==> src/core/sap_pkg.sv <==
// Shared constants, types and helpers for the stereo serial audio port
package sap_pkg;

    // Register byte offsets
    localparam logic [4:0] SAP_OFS_CTRL      = 5'h00;
    localparam logic [4:0] SAP_OFS_STATUS    = 5'h04;
    localparam logic [4:0] SAP_OFS_PB_LEFT   = 5'h08;
    localparam logic [4:0] SAP_OFS_PB_RIGHT  = 5'h0C;
    localparam logic [4:0] SAP_OFS_REC_LEFT  = 5'h10;
    localparam logic [4:0] SAP_OFS_REC_RIGHT = 5'h14;

    // Control register field positions
    localparam int SAP_CTRL_PB_MASTER  = 0;
    localparam int SAP_CTRL_REC_MASTER = 1;
    localparam int SAP_CTRL_PB_INV     = 2;
    localparam int SAP_CTRL_REC_INV    = 3;
    localparam int SAP_CTRL_PB_FMT     = 4;
    localparam int SAP_CTRL_PB_POL     = 6;
    localparam int SAP_CTRL_PB_WL      = 8;
    localparam int SAP_CTRL_REC_FMT    = 10;
    localparam int SAP_CTRL_REC_POL    = 12;
    localparam int SAP_CTRL_REC_WL     = 13;
    localparam int SAP_CTRL_ZMUTE_EN   = 15;
    localparam int SAP_CTRL_DEEMPH     = 16;
    localparam logic [31:0] SAP_CTRL_RESET = 32'h0000_0000;
    localparam logic [31:0] SAP_CTRL_MASK  = 32'h0001_FFFF;

    typedef enum logic [1:0] {
        SAP_FMT_RJ  = 2'b00,
        SAP_FMT_LJ  = 2'b01,
        SAP_FMT_I2S = 2'b10,
        SAP_FMT_DSP = 2'b11
    } sap_fmt_t;

    // Word length codes
    localparam logic [1:0] SAP_WL16 = 2'b00;
    localparam logic [1:0] SAP_WL20 = 2'b01;
    localparam logic [1:0] SAP_WL24 = 2'b10;
    localparam logic [1:0] SAP_WL32 = 2'b11;

    // Timing of generated clocks in master mode
    localparam int CLK_MHZ         = 200;
    localparam int BCLK_HALF_NS    = 40;
    localparam int BCLK_HALF_CYC   = (BCLK_HALF_NS * CLK_MHZ) / 1000;
    localparam logic [7:0] FRAME_HALF_BITS = 8'h20;
    localparam logic [7:0] DSP_FRAME_BITS  = 8'hC0;
    localparam logic [10:0] ZERO_RUN       = 11'h400;

    function automatic logic [5:0] sap_wl_bits(input logic [1:0] code, input sap_fmt_t fmt);
        case (code)
            SAP_WL16: sap_wl_bits = 6'h10;
            SAP_WL20: sap_wl_bits = 6'h14;
            SAP_WL24: sap_wl_bits = 6'h18;
            default:  sap_wl_bits = (fmt == SAP_FMT_RJ) ? 6'h18 : 6'h20;
        endcase
    endfunction

    function automatic logic [31:0] sap_mask(input logic [31:0] w, input logic [5:0] wl);
        logic [31:0] m;
        m = 32'h0000_0000;
        for (int i = 0; i < 32; i++) begin
            m[i] = (6'(i) < wl) ? w[i] : 1'b0;
        end
        return m;
    endfunction

    function automatic logic sap_bit(input logic [31:0] w, input logic [8:0] n);
        return w[n[4:0]];
    endfunction

endpackage

==> src/core/sap_edge_if.sv <==
// Bit clock events and frame level passed from a clock front end to the port logic
`timescale 1ns/1ps
`default_nettype none
interface sap_edge_if;
    logic take;
    logic launch;
    logic frame;
    modport src (output take, output launch, output frame);
    modport dst (input take, input launch, input frame);
endinterface
`default_nettype wire

==> src/core/sap_link_clk.sv <==
// Bit/frame clock front end: slave edge finder or master clock generator
`timescale 1ns/1ps
`default_nettype none
module sap_link_clk
    import sap_pkg::*;
(
    input  wire logic  clock,
    input  wire logic  rst,
    input  wire logic  master,
    input  wire logic  invert,
    input  wire logic  dsp,
    input  wire logic  bclk_i,
    input  wire logic  lrc_i,
    output logic       bclk_o,
    output logic       bclk_oe,
    output logic       lrc_o,
    output logic       lrc_oe,
    sap_edge_if.src    ev
);
    localparam logic [3:0] DIV_LAST = 4'(BCLK_HALF_CYC - 1);

    logic       b_s1_q, b_s2_q, l_s1_q, l_s2_q;
    logic       eff_prev_q;
    logic [3:0] div_q;
    logic       gen_bclk_q, gen_lrc_q;
    logic [7:0] bit_q;
    logic       take_q, launch_q;
    logic       eff, tick, m_rise, m_fall;
    logic [7:0] bit_last, bit_n;

    always_ff @(posedge clock) begin
        if (rst) begin
            b_s1_q <= 1'b0;
            b_s2_q <= 1'b0;
            l_s1_q <= 1'b0;
            l_s2_q <= 1'b0;
        end else begin
            b_s1_q <= bclk_i;
            b_s2_q <= b_s1_q;
            l_s1_q <= lrc_i;
            l_s2_q <= l_s1_q;
        end
    end

    assign eff      = b_s2_q ^ invert;
    assign tick     = (div_q == DIV_LAST);
    assign m_rise   = tick & ~gen_bclk_q;
    assign m_fall   = tick & gen_bclk_q;
    assign bit_last = dsp ? (DSP_FRAME_BITS - 8'h01) : ((FRAME_HALF_BITS << 1) - 8'h01);
    assign bit_n    = (bit_q >= bit_last) ? 8'h00 : bit_q + 8'h01;

    // Master clock generation; frame level moves with the bit clock fall
    always_ff @(posedge clock) begin
        if (rst || !master) begin
            div_q      <= 4'h0;
            gen_bclk_q <= 1'b0;
            gen_lrc_q  <= 1'b0;
            bit_q      <= 8'h00;
        end else begin
            div_q <= tick ? 4'h0 : div_q + 4'h1;
            if (tick) begin
                gen_bclk_q <= ~gen_bclk_q;
            end
            if (m_fall) begin
                bit_q     <= bit_n;
                gen_lrc_q <= dsp ? (bit_n == 8'h00) : (bit_n < FRAME_HALF_BITS);
            end
        end
    end

    // Launch lags one cycle so a frame edge near the bit clock fall is already seen
    always_ff @(posedge clock) begin
        if (rst) begin
            eff_prev_q <= 1'b0;
            take_q     <= 1'b0;
            launch_q   <= 1'b0;
        end else begin
            eff_prev_q <= eff;
            take_q     <= master ? m_rise : (eff & ~eff_prev_q);
            launch_q   <= master ? m_fall : (~eff & eff_prev_q);
        end
    end

    assign ev.take   = take_q;
    assign ev.launch = launch_q;
    assign ev.frame  = master ? gen_lrc_q : l_s2_q;
    assign bclk_o    = gen_bclk_q ^ invert;
    assign lrc_o     = gen_lrc_q;
    assign bclk_oe   = master;
    assign lrc_oe    = master;
endmodule // sap_link_clk
`default_nettype wire

==> src/core/sap_audio_port.sv <==
// Stereo codec serial audio port: playback receiver, record sender, zero detect
//
// Overview of operation
// - Hardware mode pins pick 24 RJ, 20 RJ, 16 I2S or 24 I2S for both halves.
// - Hardware mode de-emphasis pin: low off, high on.
// - Each half picks master or slave, defaulting to slave; data pins never turn.
// - Slave mode takes input data and playback frame clock on the rising bit clock.
// - Record data changes on the falling bit clock unless inverted.
// - Invert bits move playback sampling to falling and record launch to rising.
// - Master mode drives the bit clock and frame clock of its own half.
// - All formats MSB first, 16/20/24/32 bits; no 32-bit right justified.
// - Left justified MSB at first edge after frame change; high is left.
// - Right justified LSB at edge just before frame change; high is left.
// - I2S MSB at second rising edge, first falling edge; low is left.
// - DSP A playback MSB at second rising edge after frame rise, right follows.
// - DSP A record MSB at first falling edge after frame rise, right follows.
// - DSP B playback MSB at first rising edge after frame rise.
// - DSP B record MSB on the falling edge of the frame rise, right follows.
// - Each channel flags 1024 zero samples; optional automatic playback mute.
// - Playback format field: 00 RJ, 01 LJ, 10 I2S, 11 DSP.
// - Frame polarity bit inverts frame sense, or picks DSP A (0) or B (1).
// - Hardware control mode forces both halves to clock slave.
`timescale 1ns/1ps
`default_nettype none
module sap_audio_port
    import sap_pkg::*;
(
    input  wire logic        clock,
    input  wire logic        rst,
    input  wire logic [4:0]  avs_address,
    input  wire logic        avs_read,
    input  wire logic        avs_write,
    input  wire logic [31:0] avs_writedata,
    output logic [31:0]      avs_readdata,
    output logic             avs_waitrequest,
    input  wire logic        hw_mode_pin,
    input  wire logic        format_select_pin,
    input  wire logic        wordlen_select_pin,
    input  wire logic        deemph_select_pin,
    input  wire logic        playback_bit_clock_i,
    output logic             playback_bit_clock_o,
    output logic             playback_bit_clock_oe,
    input  wire logic        playback_frame_clock_i,
    output logic             playback_frame_clock_o,
    output logic             playback_frame_clock_oe,
    input  wire logic        playback_serial_in,
    input  wire logic        record_bit_clock_i,
    output logic             record_bit_clock_o,
    output logic             record_bit_clock_oe,
    input  wire logic        record_frame_clock_i,
    output logic             record_frame_clock_o,
    output logic             record_frame_clock_oe,
    output logic             record_serial_out,
    output logic             deemph_enable,
    output logic             zero_detect_mute,
    output logic             playback_mute_left,
    output logic             playback_mute_right
);
    sap_edge_if pb_ev ();
    sap_edge_if rc_ev ();

    logic [3:0]  pin_s1_q, pin_s2_q;
    logic        din_s1_q, din_s2_q;
    logic [31:0] ctrl_q;
    logic        ack_q;
    logic [31:0] rdata_q;
    logic [31:0] pb_word_q [2];
    logic [31:0] rec_word_q [2];
    logic [10:0] zc_q [2];
    logic        pb_prev_q, rc_prev_q;
    logic [7:0]  pb_cnt_q, rc_cnt_q;
    logic [8:0]  rc_len_q;
    logic [31:0] pb_col_q;
    logic        rc_out_q;

    logic        hw, hw_deemph;
    sap_fmt_t    pb_fmt, rc_fmt, hw_fmt;
    logic [5:0]  pb_wl, rc_wl;
    logic [1:0]  hw_wl;
    logic        pb_pol, rc_pol, pb_master, rc_master;
    logic        zero_l, zero_r;

    // Pins from outside the clock domain
    always_ff @(posedge clock) begin
        if (rst) begin
            pin_s1_q <= 4'h0;
            pin_s2_q <= 4'h0;
            din_s1_q <= 1'b0;
            din_s2_q <= 1'b0;
        end else begin
            pin_s1_q <= {hw_mode_pin, format_select_pin, wordlen_select_pin, deemph_select_pin};
            pin_s2_q <= pin_s1_q;
            din_s1_q <= playback_serial_in;
            din_s2_q <= din_s1_q;
        end
    end

    assign hw        = pin_s2_q[3];
    assign hw_deemph = pin_s2_q[0];

    // Hardware mode decoding of format and word length
    always_comb begin
        case (pin_s2_q[2:1])
            2'b00:   begin hw_fmt = SAP_FMT_RJ;  hw_wl = SAP_WL24; end
            2'b01:   begin hw_fmt = SAP_FMT_RJ;  hw_wl = SAP_WL20; end
            2'b10:   begin hw_fmt = SAP_FMT_I2S; hw_wl = SAP_WL16; end
            default: begin hw_fmt = SAP_FMT_I2S; hw_wl = SAP_WL24; end
        endcase
    end

    always_comb begin
        pb_fmt    = hw ? hw_fmt : sap_fmt_t'(ctrl_q[SAP_CTRL_PB_FMT +: 2]);
        rc_fmt    = hw ? hw_fmt : sap_fmt_t'(ctrl_q[SAP_CTRL_REC_FMT +: 2]);
        pb_wl     = sap_wl_bits(hw ? hw_wl : ctrl_q[SAP_CTRL_PB_WL +: 2], pb_fmt);
        rc_wl     = sap_wl_bits(hw ? hw_wl : ctrl_q[SAP_CTRL_REC_WL +: 2], rc_fmt);
        pb_pol    = ~hw & ctrl_q[SAP_CTRL_PB_POL];
        rc_pol    = ~hw & ctrl_q[SAP_CTRL_REC_POL];
        pb_master = ~hw & ctrl_q[SAP_CTRL_PB_MASTER];
        rc_master = ~hw & ctrl_q[SAP_CTRL_REC_MASTER];
    end

    assign deemph_enable = hw ? hw_deemph : ctrl_q[SAP_CTRL_DEEMPH];

    // Separate front ends keep the two halves free of any phase relation
    sap_link_clk u_pb_clk (
        .clock   (clock),
        .rst     (rst),
        .master  (pb_master),
        .invert  (~hw & ctrl_q[SAP_CTRL_PB_INV]),
        .dsp     (pb_fmt == SAP_FMT_DSP),
        .bclk_i  (playback_bit_clock_i),
        .lrc_i   (playback_frame_clock_i),
        .bclk_o  (playback_bit_clock_o),
        .bclk_oe (playback_bit_clock_oe),
        .lrc_o   (playback_frame_clock_o),
        .lrc_oe  (playback_frame_clock_oe),
        .ev      (pb_ev.src)
    );

    sap_link_clk u_rc_clk (
        .clock   (clock),
        .rst     (rst),
        .master  (rc_master),
        .invert  (~hw & ctrl_q[SAP_CTRL_REC_INV]),
        .dsp     (rc_fmt == SAP_FMT_DSP),
        .bclk_i  (record_bit_clock_i),
        .lrc_i   (record_frame_clock_i),
        .bclk_o  (record_bit_clock_o),
        .bclk_oe (record_bit_clock_oe),
        .lrc_o   (record_frame_clock_o),
        .lrc_oe  (record_frame_clock_oe),
        .ev      (rc_ev.src)
    );

    // Playback receiver, evaluated at each sampling edge
    logic        pb_lrc, pb_start, pb_left, pb_dsp;
    logic [7:0]  pb_idx;
    logic [8:0]  pb_off, pb_end1, pb_end2;
    logic [31:0] pb_shift, pb_word;
    logic [1:0]  pb_we;

    always_comb begin
        pb_lrc   = pb_ev.frame;
        pb_dsp   = (pb_fmt == SAP_FMT_DSP);
        pb_start = pb_dsp ? (pb_lrc & ~pb_prev_q) : (pb_lrc ^ pb_prev_q);
        pb_idx   = pb_start ? 8'h00 : ((pb_cnt_q == 8'hFF) ? pb_cnt_q : pb_cnt_q + 8'h01);
        case (pb_fmt)
            SAP_FMT_LJ:  pb_off = 9'h000;
            SAP_FMT_I2S: pb_off = 9'h001;
            SAP_FMT_DSP: pb_off = pb_pol ? 9'h000 : 9'h001;
            default:     pb_off = 9'h000;
        endcase
        pb_end1  = pb_off + {3'b000, pb_wl} - 9'h001;
        pb_end2  = pb_end1 + {3'b000, pb_wl};
        pb_shift = {pb_col_q[30:0], din_s2_q};
        // I2S reverses the level that marks the left word
        pb_left  = (pb_lrc ^ pb_pol) ^ (pb_fmt == SAP_FMT_I2S);
        pb_word  = 32'h0000_0000;
        pb_we    = 2'b00;
        if (pb_fmt == SAP_FMT_RJ) begin
            if (pb_lrc ^ pb_prev_q) begin
                pb_word = sap_mask(pb_col_q, pb_wl);
                pb_we   = (pb_prev_q ^ pb_pol) ? 2'b01 : 2'b10;
            end
        end else if ({1'b0, pb_idx} == pb_end1) begin
            pb_word = sap_mask(pb_shift, pb_wl);
            pb_we   = (pb_dsp || pb_left) ? 2'b01 : 2'b10;
        end else if (pb_dsp && {1'b0, pb_idx} == pb_end2) begin
            pb_word = sap_mask(pb_shift, pb_wl);
            pb_we   = 2'b10;
        end
    end

    always_ff @(posedge clock) begin
        if (rst) begin
            pb_prev_q <= 1'b0;
            pb_cnt_q  <= 8'hFF;
            pb_col_q  <= 32'h0000_0000;
        end else if (pb_ev.take) begin
            pb_prev_q <= pb_lrc;
            pb_cnt_q  <= pb_idx;
            pb_col_q  <= pb_shift;
        end
    end

    // Received words and per-channel zero run counters
    always_ff @(posedge clock) begin
        if (rst) begin
            for (int c = 0; c < 2; c++) begin
                pb_word_q[c] <= 32'h0000_0000;
                zc_q[c]      <= 11'h000;
            end
        end else if (pb_ev.take) begin
            for (int c = 0; c < 2; c++) begin
                if (pb_we[c]) begin
                    pb_word_q[c] <= pb_word;
                    if (pb_word != 32'h0000_0000) begin
                        zc_q[c] <= 11'h000;
                    end else if (zc_q[c] != ZERO_RUN) begin
                        zc_q[c] <= zc_q[c] + 11'h001;
                    end
                end
            end
        end
    end

    assign zero_l              = (zc_q[0] == ZERO_RUN);
    assign zero_r              = (zc_q[1] == ZERO_RUN);
    assign zero_detect_mute    = zero_l & zero_r;
    assign playback_mute_left  = zero_l & ctrl_q[SAP_CTRL_ZMUTE_EN];
    assign playback_mute_right = zero_r & ctrl_q[SAP_CTRL_ZMUTE_EN];

    // Record sender, evaluated at each launching edge
    logic        rc_lrc, rc_start, rc_trans, rc_left, rc_dsp, rc_bit;
    logic [7:0]  rc_idx;
    logic [8:0]  rc_off, rc_pos, rc_wl9;

    always_comb begin
        rc_lrc   = rc_ev.frame;
        rc_dsp   = (rc_fmt == SAP_FMT_DSP);
        rc_trans = rc_lrc ^ rc_prev_q;
        rc_start = rc_dsp ? (rc_lrc & ~rc_prev_q) : rc_trans;
        rc_idx   = rc_start ? 8'h00 : ((rc_cnt_q == 8'hFF) ? rc_cnt_q : rc_cnt_q + 8'h01);
        rc_wl9   = {3'b000, rc_wl};
        case (rc_fmt)
            SAP_FMT_LJ:  rc_off = 9'h000;
            SAP_FMT_I2S: rc_off = 9'h001;
            SAP_FMT_DSP: rc_off = rc_pol ? 9'h000 : 9'h001;
            // Right justified ends the word on the fall before the next frame edge
            default:     rc_off = (rc_len_q > rc_wl9) ? rc_len_q - rc_wl9 : 9'h000;
        endcase
        rc_pos  = {1'b0, rc_idx} - rc_off;
        rc_left = (rc_lrc ^ rc_pol) ^ (rc_fmt == SAP_FMT_I2S);
        rc_bit  = 1'b0;
        if ({1'b0, rc_idx} >= rc_off) begin
            if (rc_pos < rc_wl9) begin
                rc_bit = sap_bit((rc_dsp || rc_left) ? rec_word_q[0] : rec_word_q[1],
                                 rc_wl9 - 9'h001 - rc_pos);
            end else if (rc_dsp && rc_pos < (rc_wl9 << 1)) begin
                rc_bit = sap_bit(rec_word_q[1], (rc_wl9 << 1) - 9'h001 - rc_pos);
            end
        end
    end

    always_ff @(posedge clock) begin
        if (rst) begin
            rc_prev_q <= 1'b0;
            rc_cnt_q  <= 8'hFF;
            rc_len_q  <= {1'b0, FRAME_HALF_BITS};
            rc_out_q  <= 1'b0;
        end else if (rc_ev.launch) begin
            rc_prev_q <= rc_lrc;
            rc_cnt_q  <= rc_idx;
            rc_out_q  <= rc_bit;
            if (rc_trans && !rc_dsp) begin
                rc_len_q <= {1'b0, rc_cnt_q} + 9'h001;
            end
        end
    end

    assign record_serial_out = rc_out_q;

    // Avalon slave: one wait state, reads and writes complete on the second cycle
    assign avs_waitrequest = (avs_read | avs_write) & ~ack_q;
    assign avs_readdata    = rdata_q;

    always_ff @(posedge clock) begin
        if (rst) begin
            ack_q <= 1'b0;
        end else begin
            ack_q <= (avs_read | avs_write) & ~ack_q;
        end
    end

    always_ff @(posedge clock) begin
        if (rst) begin
            rdata_q <= 32'h0000_0000;
        end else if (avs_read && !ack_q) begin
            case (avs_address)
                SAP_OFS_CTRL:      rdata_q <= ctrl_q;
                SAP_OFS_STATUS:    rdata_q <= {28'h000_0000, deemph_enable, hw, zero_r, zero_l};
                SAP_OFS_PB_LEFT:   rdata_q <= pb_word_q[0];
                SAP_OFS_PB_RIGHT:  rdata_q <= pb_word_q[1];
                SAP_OFS_REC_LEFT:  rdata_q <= rec_word_q[0];
                SAP_OFS_REC_RIGHT: rdata_q <= rec_word_q[1];
                default:           rdata_q <= 32'h0000_0000;
            endcase
        end
    end

    always_ff @(posedge clock) begin
        if (rst) begin
            ctrl_q        <= SAP_CTRL_RESET;
            rec_word_q[0] <= 32'h0000_0000;
            rec_word_q[1] <= 32'h0000_0000;
        end else if (avs_write && ack_q) begin
            case (avs_address)
                SAP_OFS_CTRL:      ctrl_q        <= avs_writedata & SAP_CTRL_MASK;
                SAP_OFS_REC_LEFT:  rec_word_q[0] <= avs_writedata;
                SAP_OFS_REC_RIGHT: rec_word_q[1] <= avs_writedata;
                default:           ctrl_q        <= ctrl_q;
            endcase
        end
    end
endmodule // sap_audio_port
`default_nettype wire

==> config.mk <==
export PLATFORM = sky130hd
export DESIGN_NAME = sap_audio_port
export DESIGN_NICKNAME = d
export VERILOG_FILES = /design/src/core/sap_pkg.sv /design/src/core/sap_edge_if.sv /design/src/core/sap_link_clk.sv /design/src/core/sap_audio_port.sv
export SDC_FILE = /design/constraint.sdc
export NUM_CORES = 1
export LEC_CHECK = 0
export BUFFER_PORTS_ARGS = -buffer_cell sky130_fd_sc_hd__buf_2
export CORE_MARGIN = 4
export CORE_UTILIZATION = 65
export DETAILED_ROUTE_END_ITERATION = 7
export GPL_TIMING_DRIVEN = 0
export PLACE_DENSITY = 0.84
export SYNTH_ARGS = -nofsm -noshare
export SYNTH_HDL_FRONTEND = slang
export SYNTH_SLANG_ARGS = --single-unit
==> constraint.sdc <==
create_clock -name clock -period 16.65 [get_ports clock]
set_clock_uncertainty 0.05 [all_clocks]
set_input_delay 1.665 -clock clock [delete_from_list [all_inputs] [get_ports clock]]
set_output_delay 1.665 -clock clock [all_outputs]
set_load 0.02 [all_outputs]
==> results of run 1 <==
-- cell families (layout without fill, tap and decap cells) --
group / count (synthesis) / count (layout) / share of synthesized area [%]
and+or+nand+nor: 574 / 574 / 17.9
AOI/OAI and AO/OA: 346 / 346 / 15.7
DFF: 309 / 309 / 48.6
buffers and inverters: 139 / 295 / 3.69
muxes: 90 / 90 / 7.35
xor gates and xnor gates: 53 / 53 / 3.07
adders and majority gates: 45 / 45 / 3.70
other: 0 / 1 / 0
-- worst paths after layout --
path / from / end / slack [ns] / cells after the start
max reg2reg: pin_s2_q[3] / record_serial_out / 9.93 / 21
max: pin_s2_q[3] / record_serial_out / 9.93 / 21
min: din_s1_q / din_s2_q / 0.39 / 1
min reg2reg: din_s1_q / din_s2_q / 0.39 / 1
-- power breakdown --
group / internal (µW) / switching [µW] / leakage (µW) / total (µW)
clock: 405 / 295 / 0.000491 / 700
sequential: 813 / 11.9 / 0.00284 / 825
combinational: 72.9 / 114 / 0.00333 / 187
-- metrics by stage --
stage | area [µm²] | setup slack (ns) | hold slack [ns] | power (µW) | util, %
after floorplan | 15800 | 10.80 | 0.364 | 966 | -
after global placement | 16700 | 8.91 | 0.369 | 1010 | 70.5
after detailed placement | 16800 | 10.12 | 0.381 | 1020 | 70.8
after CTS | 17800 | 10.09 | 0.400 | 1710 | 75.1
after global routing | 17800 | 9.55 | 0.416 | 1760 | 75.1
final | 17800 | 9.93 | 0.393 | 1710 | 75.1
-- layout make-up --
type,instances,area share [%]
flip-flops and latches,309,43.2
multi-input cells,1108,42.6
clock buffers,41,4.79
repair buffers,99,2.99
plain buffers,95,2.36
well taps,319,2.24
inverters,44,0.928
clock inverters,16,0.907
diodes,1,0.0141
-- layer usage --
metal	share of wire [%]	wire length (µm)	global-route usage, %	vias up
li1	-	-	-	6023
met1	38	16800	41.7	6266
met2	47	20500	53.2	773
met3	9.4	4150	5.07	184
met4	5.9	2610	16.5	0
met5	0	0	0	-
-- registers in the layout (all words and copies together), names as in the netlist, 4 cells and up --
signal	cells
u_rc_clk.bit_q	8
u_pb_clk.bit_q	8
ctrl_q	17
avs_readdata	32
u_rc_clk.div_q	4
zc_q	22
pb_word_q	64
pb_cnt_q	8
u_pb_clk.div_q	4
pin_s1_q	4
rc_len_q	9
rc_cnt_q	8
pin_s2_q	4
pb_col_q	31
rec_word_q	64
-- Yosys cell counts (6+ instances only) --
master    number
buf_4          6
nand3b_1       8
o21ai_0       47
o41ai_1        6
nand3_1       36
inv_1         43
mux2_2        19
and3_1        19
and2_1        44
nand2_1      106
o31ai_1        7
nand2b_1      20
buf_2          8
a211oi_1      10
dfxtp_1      159
or3_1          6
mux4_2        19
nor2b_1       29
a22oi_1       26
nor2_1       193
buf_1         12
ha_1          42
nand4_1        8
nor4_1        13
a21o_1        13
xnor2_1       28
xor2_1        23
o211ai_1      11
clkbuf_1      65
nor3_1        58
a31oi_1        9
a21oi_1       90
a221oi_1      62
mux2i_1       52
edfxtp_1     150
==> results.tsv, run 1 <==
stage	metric	value	unit
clock_network	cts bufs inserted	31	
detailed_routing	first drt pass iteration count	6	
critical_path	worst path required time	17.01	ns
synth	Yosys reg bits	309	
synth	async set or reset register ratio after synthesis	0	%
power_and_ir_drop	leakage	0.00666	µW
synth	Post-Syn Nets	1651	
timing	Setup Viol. Count Final	0	
clock_network	CTS tree	built	
critical_path	CP dominant cell by count	clkbuf_1	
global_route	vias in the first global route	12710	
clock_network	htree depth	1	
place	routability cong.	0.961	
die	Die Y-Extent	164	µm
critical_path	endpoint class of the critical path	flip-flop	
timing	Slew Viols, Final	0	
hold_path	HP Class	reg2reg	
cells_and_area	most frequent cells in the layout	nor2_1, dfxtp_1, edfxtp_1	
synth	yosys synthesis warning count	0	
critical_path	worst stage delay on the critical path	0.66	ns
clock_network	CTS Sinks	309	
die	Die W	164	µm
timing	final hold vios	0	
critical_path	worst path cell trace	buf_6 > buf_6 > clkbuf_1 > nor2b_1 > a2bb2oi_1 > ha_1 > a21o_1 > a21o_1 > a211o_1 > o41ai_1 > a2111oi_1 > nand2_1 > fa_1 > clkbuf_1 > clkbuf_1 > mux4_2 > mux4_2 > mux2i_1 > o41ai_1 > nand4_1 > a221oi_2	
cells_and_area	fillers	1650	
critical_path	Crit-path slowest cell	a2bb2oi_1	
power_and_ir_drop	peak supply drop	85.0	µV
clock_network	PostCTS Resize Cnt	0	
place	number of port buffers	94	
critical_path	top cell family by delay on the critical path	compound AO/OA/AOI/OAI gates	
timing	Final min period	6.72	ns
clock_network	clock root cell	clkbuf_16	
detailed_routing	routed vias	13246	
clock_network	clock slew seen by the registers of the worst setup and hold paths	0.07	ns
die	Die Footprint	26900	µm²
synth	Syn Area/Cell	10.2	µm²
die	Core Area	23700	µm²
global_route	grt total ovfl	0	
place	DPL Wire Length	31900	µm
global_route	first-pass GRT wire length	67900	µm
timing	Worst Max-Slew Pin Slew	1.30	ns
cells_and_area	share of cells above drive strength 1	14.0	%
cells_and_area	Post-Layout Cell Count	2032	
detailed_routing	# DRC	0	
timing	max frequency	149	MHz
timing	Worst slew margin	13.5	%
detailed_routing	post-route ant nets	0	
detailed_routing	DRT Wirelength	44100	µm
clock_network	number of setup buffers added after CTS	0	
critical_path	Setup CP Type	reg2reg	
critical_path	number of buffers and inverters on the critical path	5	
power_and_ir_drop	PwrDens	96.2	nW/µm²
global_route	initial antenna violation count	1	
cells_and_area	net total in the final layout	1783	
synth	Netlist cell types	89	
detailed_routing	routed len/inst	21.7	µm
synth	top cells by area, synth	edfxtp_1, dfxtp_1, nor2_1, a221oi_1, ha_1	
detailed_routing	Starting DRT DRC Count	1825	
cells_and_area	sequential cell area	7690	µm²
die	Initial Util	66.8	%
synth	Yosys top cell area share	28.5	%
clock_network	hold_buf cts	0	
synth	post-synth design cell area	15800	µm²
timing	fin crit share	40.4	%
global_route	all-layer global routing usage	32.3	%
cells_and_area	multi-input logic area	7580	µm²
status	status	finished clean	
critical_path	CP Max Fanout	10	
detailed_routing	routed vias/inst	6.52	
clock_network	Clock Latency Late Sink	0.57	ns
synth	area leader, netlist	edfxtp_1	
place	placed cell count	1972	
cells_and_area	most common library cell in the layout ignoring fill and taps	nor2_1	
synth	number of synthesized flops with an enable pin	150	
synth	Top FF cell, synth	dfxtp_1	
flow_run	# Max-Cap Violations	0	
critical_path	WP data arrival	7.08	ns
cells_and_area	Area growth syn-to-layout	12.5	%
critical_path	Startpoint Class	flip-flop	
die	# IOs	96	
timing	post-route setup TNS	0	ns
synth	Seq/Total Area, Yosys	48.6	%
global_route	largest net degree at the start of global routing	33	
synth	Mapped Cells	1556	
die	Cell Rows	56	
timing	RSZ-0062 raised after global routing	no	
clock_network	deepest clock path buffer count	3	
No activity file was read; power rests on OpenSTA's default activity.
==> inputs of run 2 (changes only) <==
Settings changed: CORE_UTILIZATION 65 to 55, PLACE_DENSITY 0.84 to 0.76.
Clock period 16.65 ns to 5.7 ns, I/O delays scaled along.
==> run 2 against run 1 <==
Net effect: sequential power grew to 2.9 times the previous value; clock power grew to 3.0 times the previous value; largest cell class unchanged; highest routed layer unchanged; via count is 0.88% lower; sequential cell count stayed put; global-route usage is 4.6 points lower.
==> results.tsv, run 2 (synthesis results as in run 1) <==
stage	metric	value	unit	change
status	status	finished clean		
power_and_ir_drop	P_int	3800	µW	+190%
clock_network	Clock Latency Late Sink	0.53	ns	-0.04 ns
detailed_routing	Starting DRT DRC Count	1430		-22%
global_route	all-layer global routing usage	27.8	%	-4.6 points
detailed_routing	routed vias/inst	6.28		-3.7%
global_route	M1 GR Usage	36.2	%	-5.5 points
critical_path	worst r2r path cells	20		-4.8%
clock_network	deepest clock path buffer count	3		unchanged
die	Die Footprint	31500	µm²	+17%
clock_network	cts bufs inserted	34		+9.7%
critical_path	WP data arrival	5.96	ns	-1.12 ns
timing	max frequency	177	MHz	+19%
power_and_ir_drop	leakage	0.00673	µW	+1.0%
detailed_routing	DRT Wirelength	44400	µm	+0.59%
clock_network	clock root cell	clkbuf_16		
cells_and_area	fillers	2301		+39%
power_and_ir_drop	clock network power share	41.6	%	+0.7 points
power_and_ir_drop	PwrDens	281	nW/µm²	+190%
global_route	grt total ovfl	0		unchanged
timing	final hold vios	0		unchanged
critical_path	register-to-register setup slack	0.05	ns	-9.88 ns
timing	fin worst setup slack	0.0498	ns	-9.88 ns
power_and_ir_drop	Seq pwr share	47.6	%	-0.6 points
detailed_routing	routed vias	13129		-0.88%
cells_and_area	share of cells above drive strength 1	14.7	%	+0.74 points
timing	Worst Max-Slew Pin Slew	1.10	ns	-0.195 ns
critical_path	endpoint class of the critical path	flip-flop		
die	Initial Util	56.3	%	-10 points
power_and_ir_drop	peak supply drop	185	µV	+120%
power_and_ir_drop	P_sw	1260	µW	+200%
cells_and_area	most common library cell in the layout ignoring fill and taps	nor2_1		
global_route	GR Layer Usage met2	46.1	%	-7.1 points
critical_path	Critical path origin	pin_s2_q[3]		
critical_path	worst path required time	6.01	ns	-11.00 ns
die	Die W	178	µm	+8.3%
clock_network	CTS tree	built		
cells_and_area	most frequent cells in the layout	nor2_1, dfxtp_1, edfxtp_1		
critical_path	CP endpoint	record_serial_out		
die	# IOs	96		unchanged
clock_network	CTS Sinks	309		unchanged
place	number of port buffers	94		unchanged
clock_network	hold_buf cts	0		unchanged
cells_and_area	ANT cells	0		-1
cells_and_area	sequential cell area	7690	µm²	unchanged
die	Die Y-Extent	178	µm	+8.3%
timing	Setup Viol. Count Final	0		unchanged
global_route	largest net degree at the start of global routing	33		unchanged
timing	Hold WS	0.220	ns	-0.173 ns
timing	Slew Viols, Final	0		unchanged
timing	RSZ-0062 raised after global routing	yes		
critical_path	Setup CP Type	reg2reg		
detailed_routing	# DRC	0		unchanged
timing	Worst slew margin	26.0	%	+12 points
hold_path	HP Class	in2reg		
cells_and_area	Area growth syn-to-layout	13.8	%	
power_and_ir_drop	switching share of power	24.9	%	+0.30 points
die	Core Area	28100	µm²	+19%
global_route	initial antenna violation count	0		-1
critical_path	Startpoint Class	flip-flop		
flow_run	# Max-Cap Violations	0		unchanged
detailed_routing	first drt pass iteration count	8		+2
global_route	M3 GR Usage	4.52	%	-0.55 points
global_route	vias in the first global route	12527		-1.4%
clock_network	clock slew seen by the registers of the worst setup and hold paths	0.06	ns	about the same
global_route	most used routing layer	met2		
place	DPL Wire Length	32700	µm	+2.5%
clock_network	htree depth	2		+1
power_and_ir_drop	combinational power share	10.9	%	about the same
detailed_routing	post-route ant nets	0		unchanged
critical_path	CP Max Fanout	11		+1
place	routability cong.	0.957		-0.39%
die	Cell Rows	61		+8.9%
place	pre-CTS setup slack	-1.52	ns	-11.64 ns
detailed_routing	routed len/inst	21.2	µm	-2.3%
cells_and_area	net total in the final layout	1784		+0.056%
critical_path	worst r2r dst	record_serial_out		
cells_and_area	multi-input logic area	7640	µm²	+0.91%
critical_path	R2R Path Start	pin_s2_q[3]		
global_route	first-pass GRT wire length	68400	µm	+0.74%
timing	fin crit share	99.1	%	+59 points
timing	Final min period	5.65	ns	-1.07 ns
## run 2: worst max-delay path, cell delays in order, from the launching register on
cell and delay, ns:
dfxtp_1 0.32, buf_6 0.14, buf_6 0.15, clkbuf_2 0.26, nand3_1 0.18, o21ai_1 0.35, ha_1 0.25, inv_1 0.06
a21o_1 0.16, a21o_1 0.20, a211o_1 0.35, o31ai_1 0.22, a21boi_0 0.13, ha_1 0.28, clkbuf_1 0.53, inv_1 0.50
mux4_2 0.62, nor2_1 0.13, a211oi_1 0.07, a2111oi_2 0.43, a221oi_2 0.12
## run 2: what timing repair did
action,CTS,global route
resized for setup,9,3
buffers inserted,0,1
endpoints found under the setup margin,1,23
pin swaps,0,1
hold endpoints to repair,0,0
## run 2: through the flow
stage | area [µm²] | total power (µW) | cells | setup TNS (ns) | utilization [%]
global placement | 16800 | 2970 | 2028 | -70.13 | 59.7
finish | 18000 | 5060 | 2092 | 0 | 64.1
floorplan | 15800 | 2820 | 1556 | 0 | -
global route | 18000 | 5220 | 2092 | -0.150 | 64.1
CTS | 18000 | 5070 | 2090 | 0 | 63.9
detailed placement | 16900 | 2990 | 2031 | -1.52 | 60.0
## run 2: worst min path at each step
stage                           startpoint              end  slack (ns)  cells past startpoint
global route          playback_bit_clock_i  u_pb_clk.b_s1_q        0.23                      2
finish              playback_frame_clock_i  u_pb_clk.l_s1_q        0.22                      2
detailed placement             pin_s1_q[3]      pin_s2_q[3]        0.37                      1
CTS                 playback_frame_clock_i  u_pb_clk.l_s1_q        0.21                      2
global placement               pin_s1_q[3]      pin_s2_q[3]        0.38                      1
floorplan                         din_s1_q         din_s2_q        0.36                      1
## run 2: routing by layer
metal | wire (µm) | vias up
li1 | - | 6048
met1 | 17700 | 6297
met2 | 21100 | 655
met3 | 3570 | 129
met4 | 2070 | 0
met5 | 0 | -
## run 2: final cells by class
cell class                 count  area share [%]
clock inverter                10           0.403
buffer                        93            2.31
multi-input combinational   1108            42.4
tap                          378            2.63
timing repair buffer          99            3.13
sequential                   309            42.7
clock buffer                  51            5.49
inverter                      44           0.917
## run 2: power groups by stage
stage          clock network (µW)  logic [µW]  registers (µW)
4_1_cts                      2120         539            2410
6_report                     2110         550            2410
3_5_place_dp                    0         533            2450
5_1_grt                      2210         594            2410
3_3_place_gp                    0         515            2460
2_1_floorplan                   0         374            2450
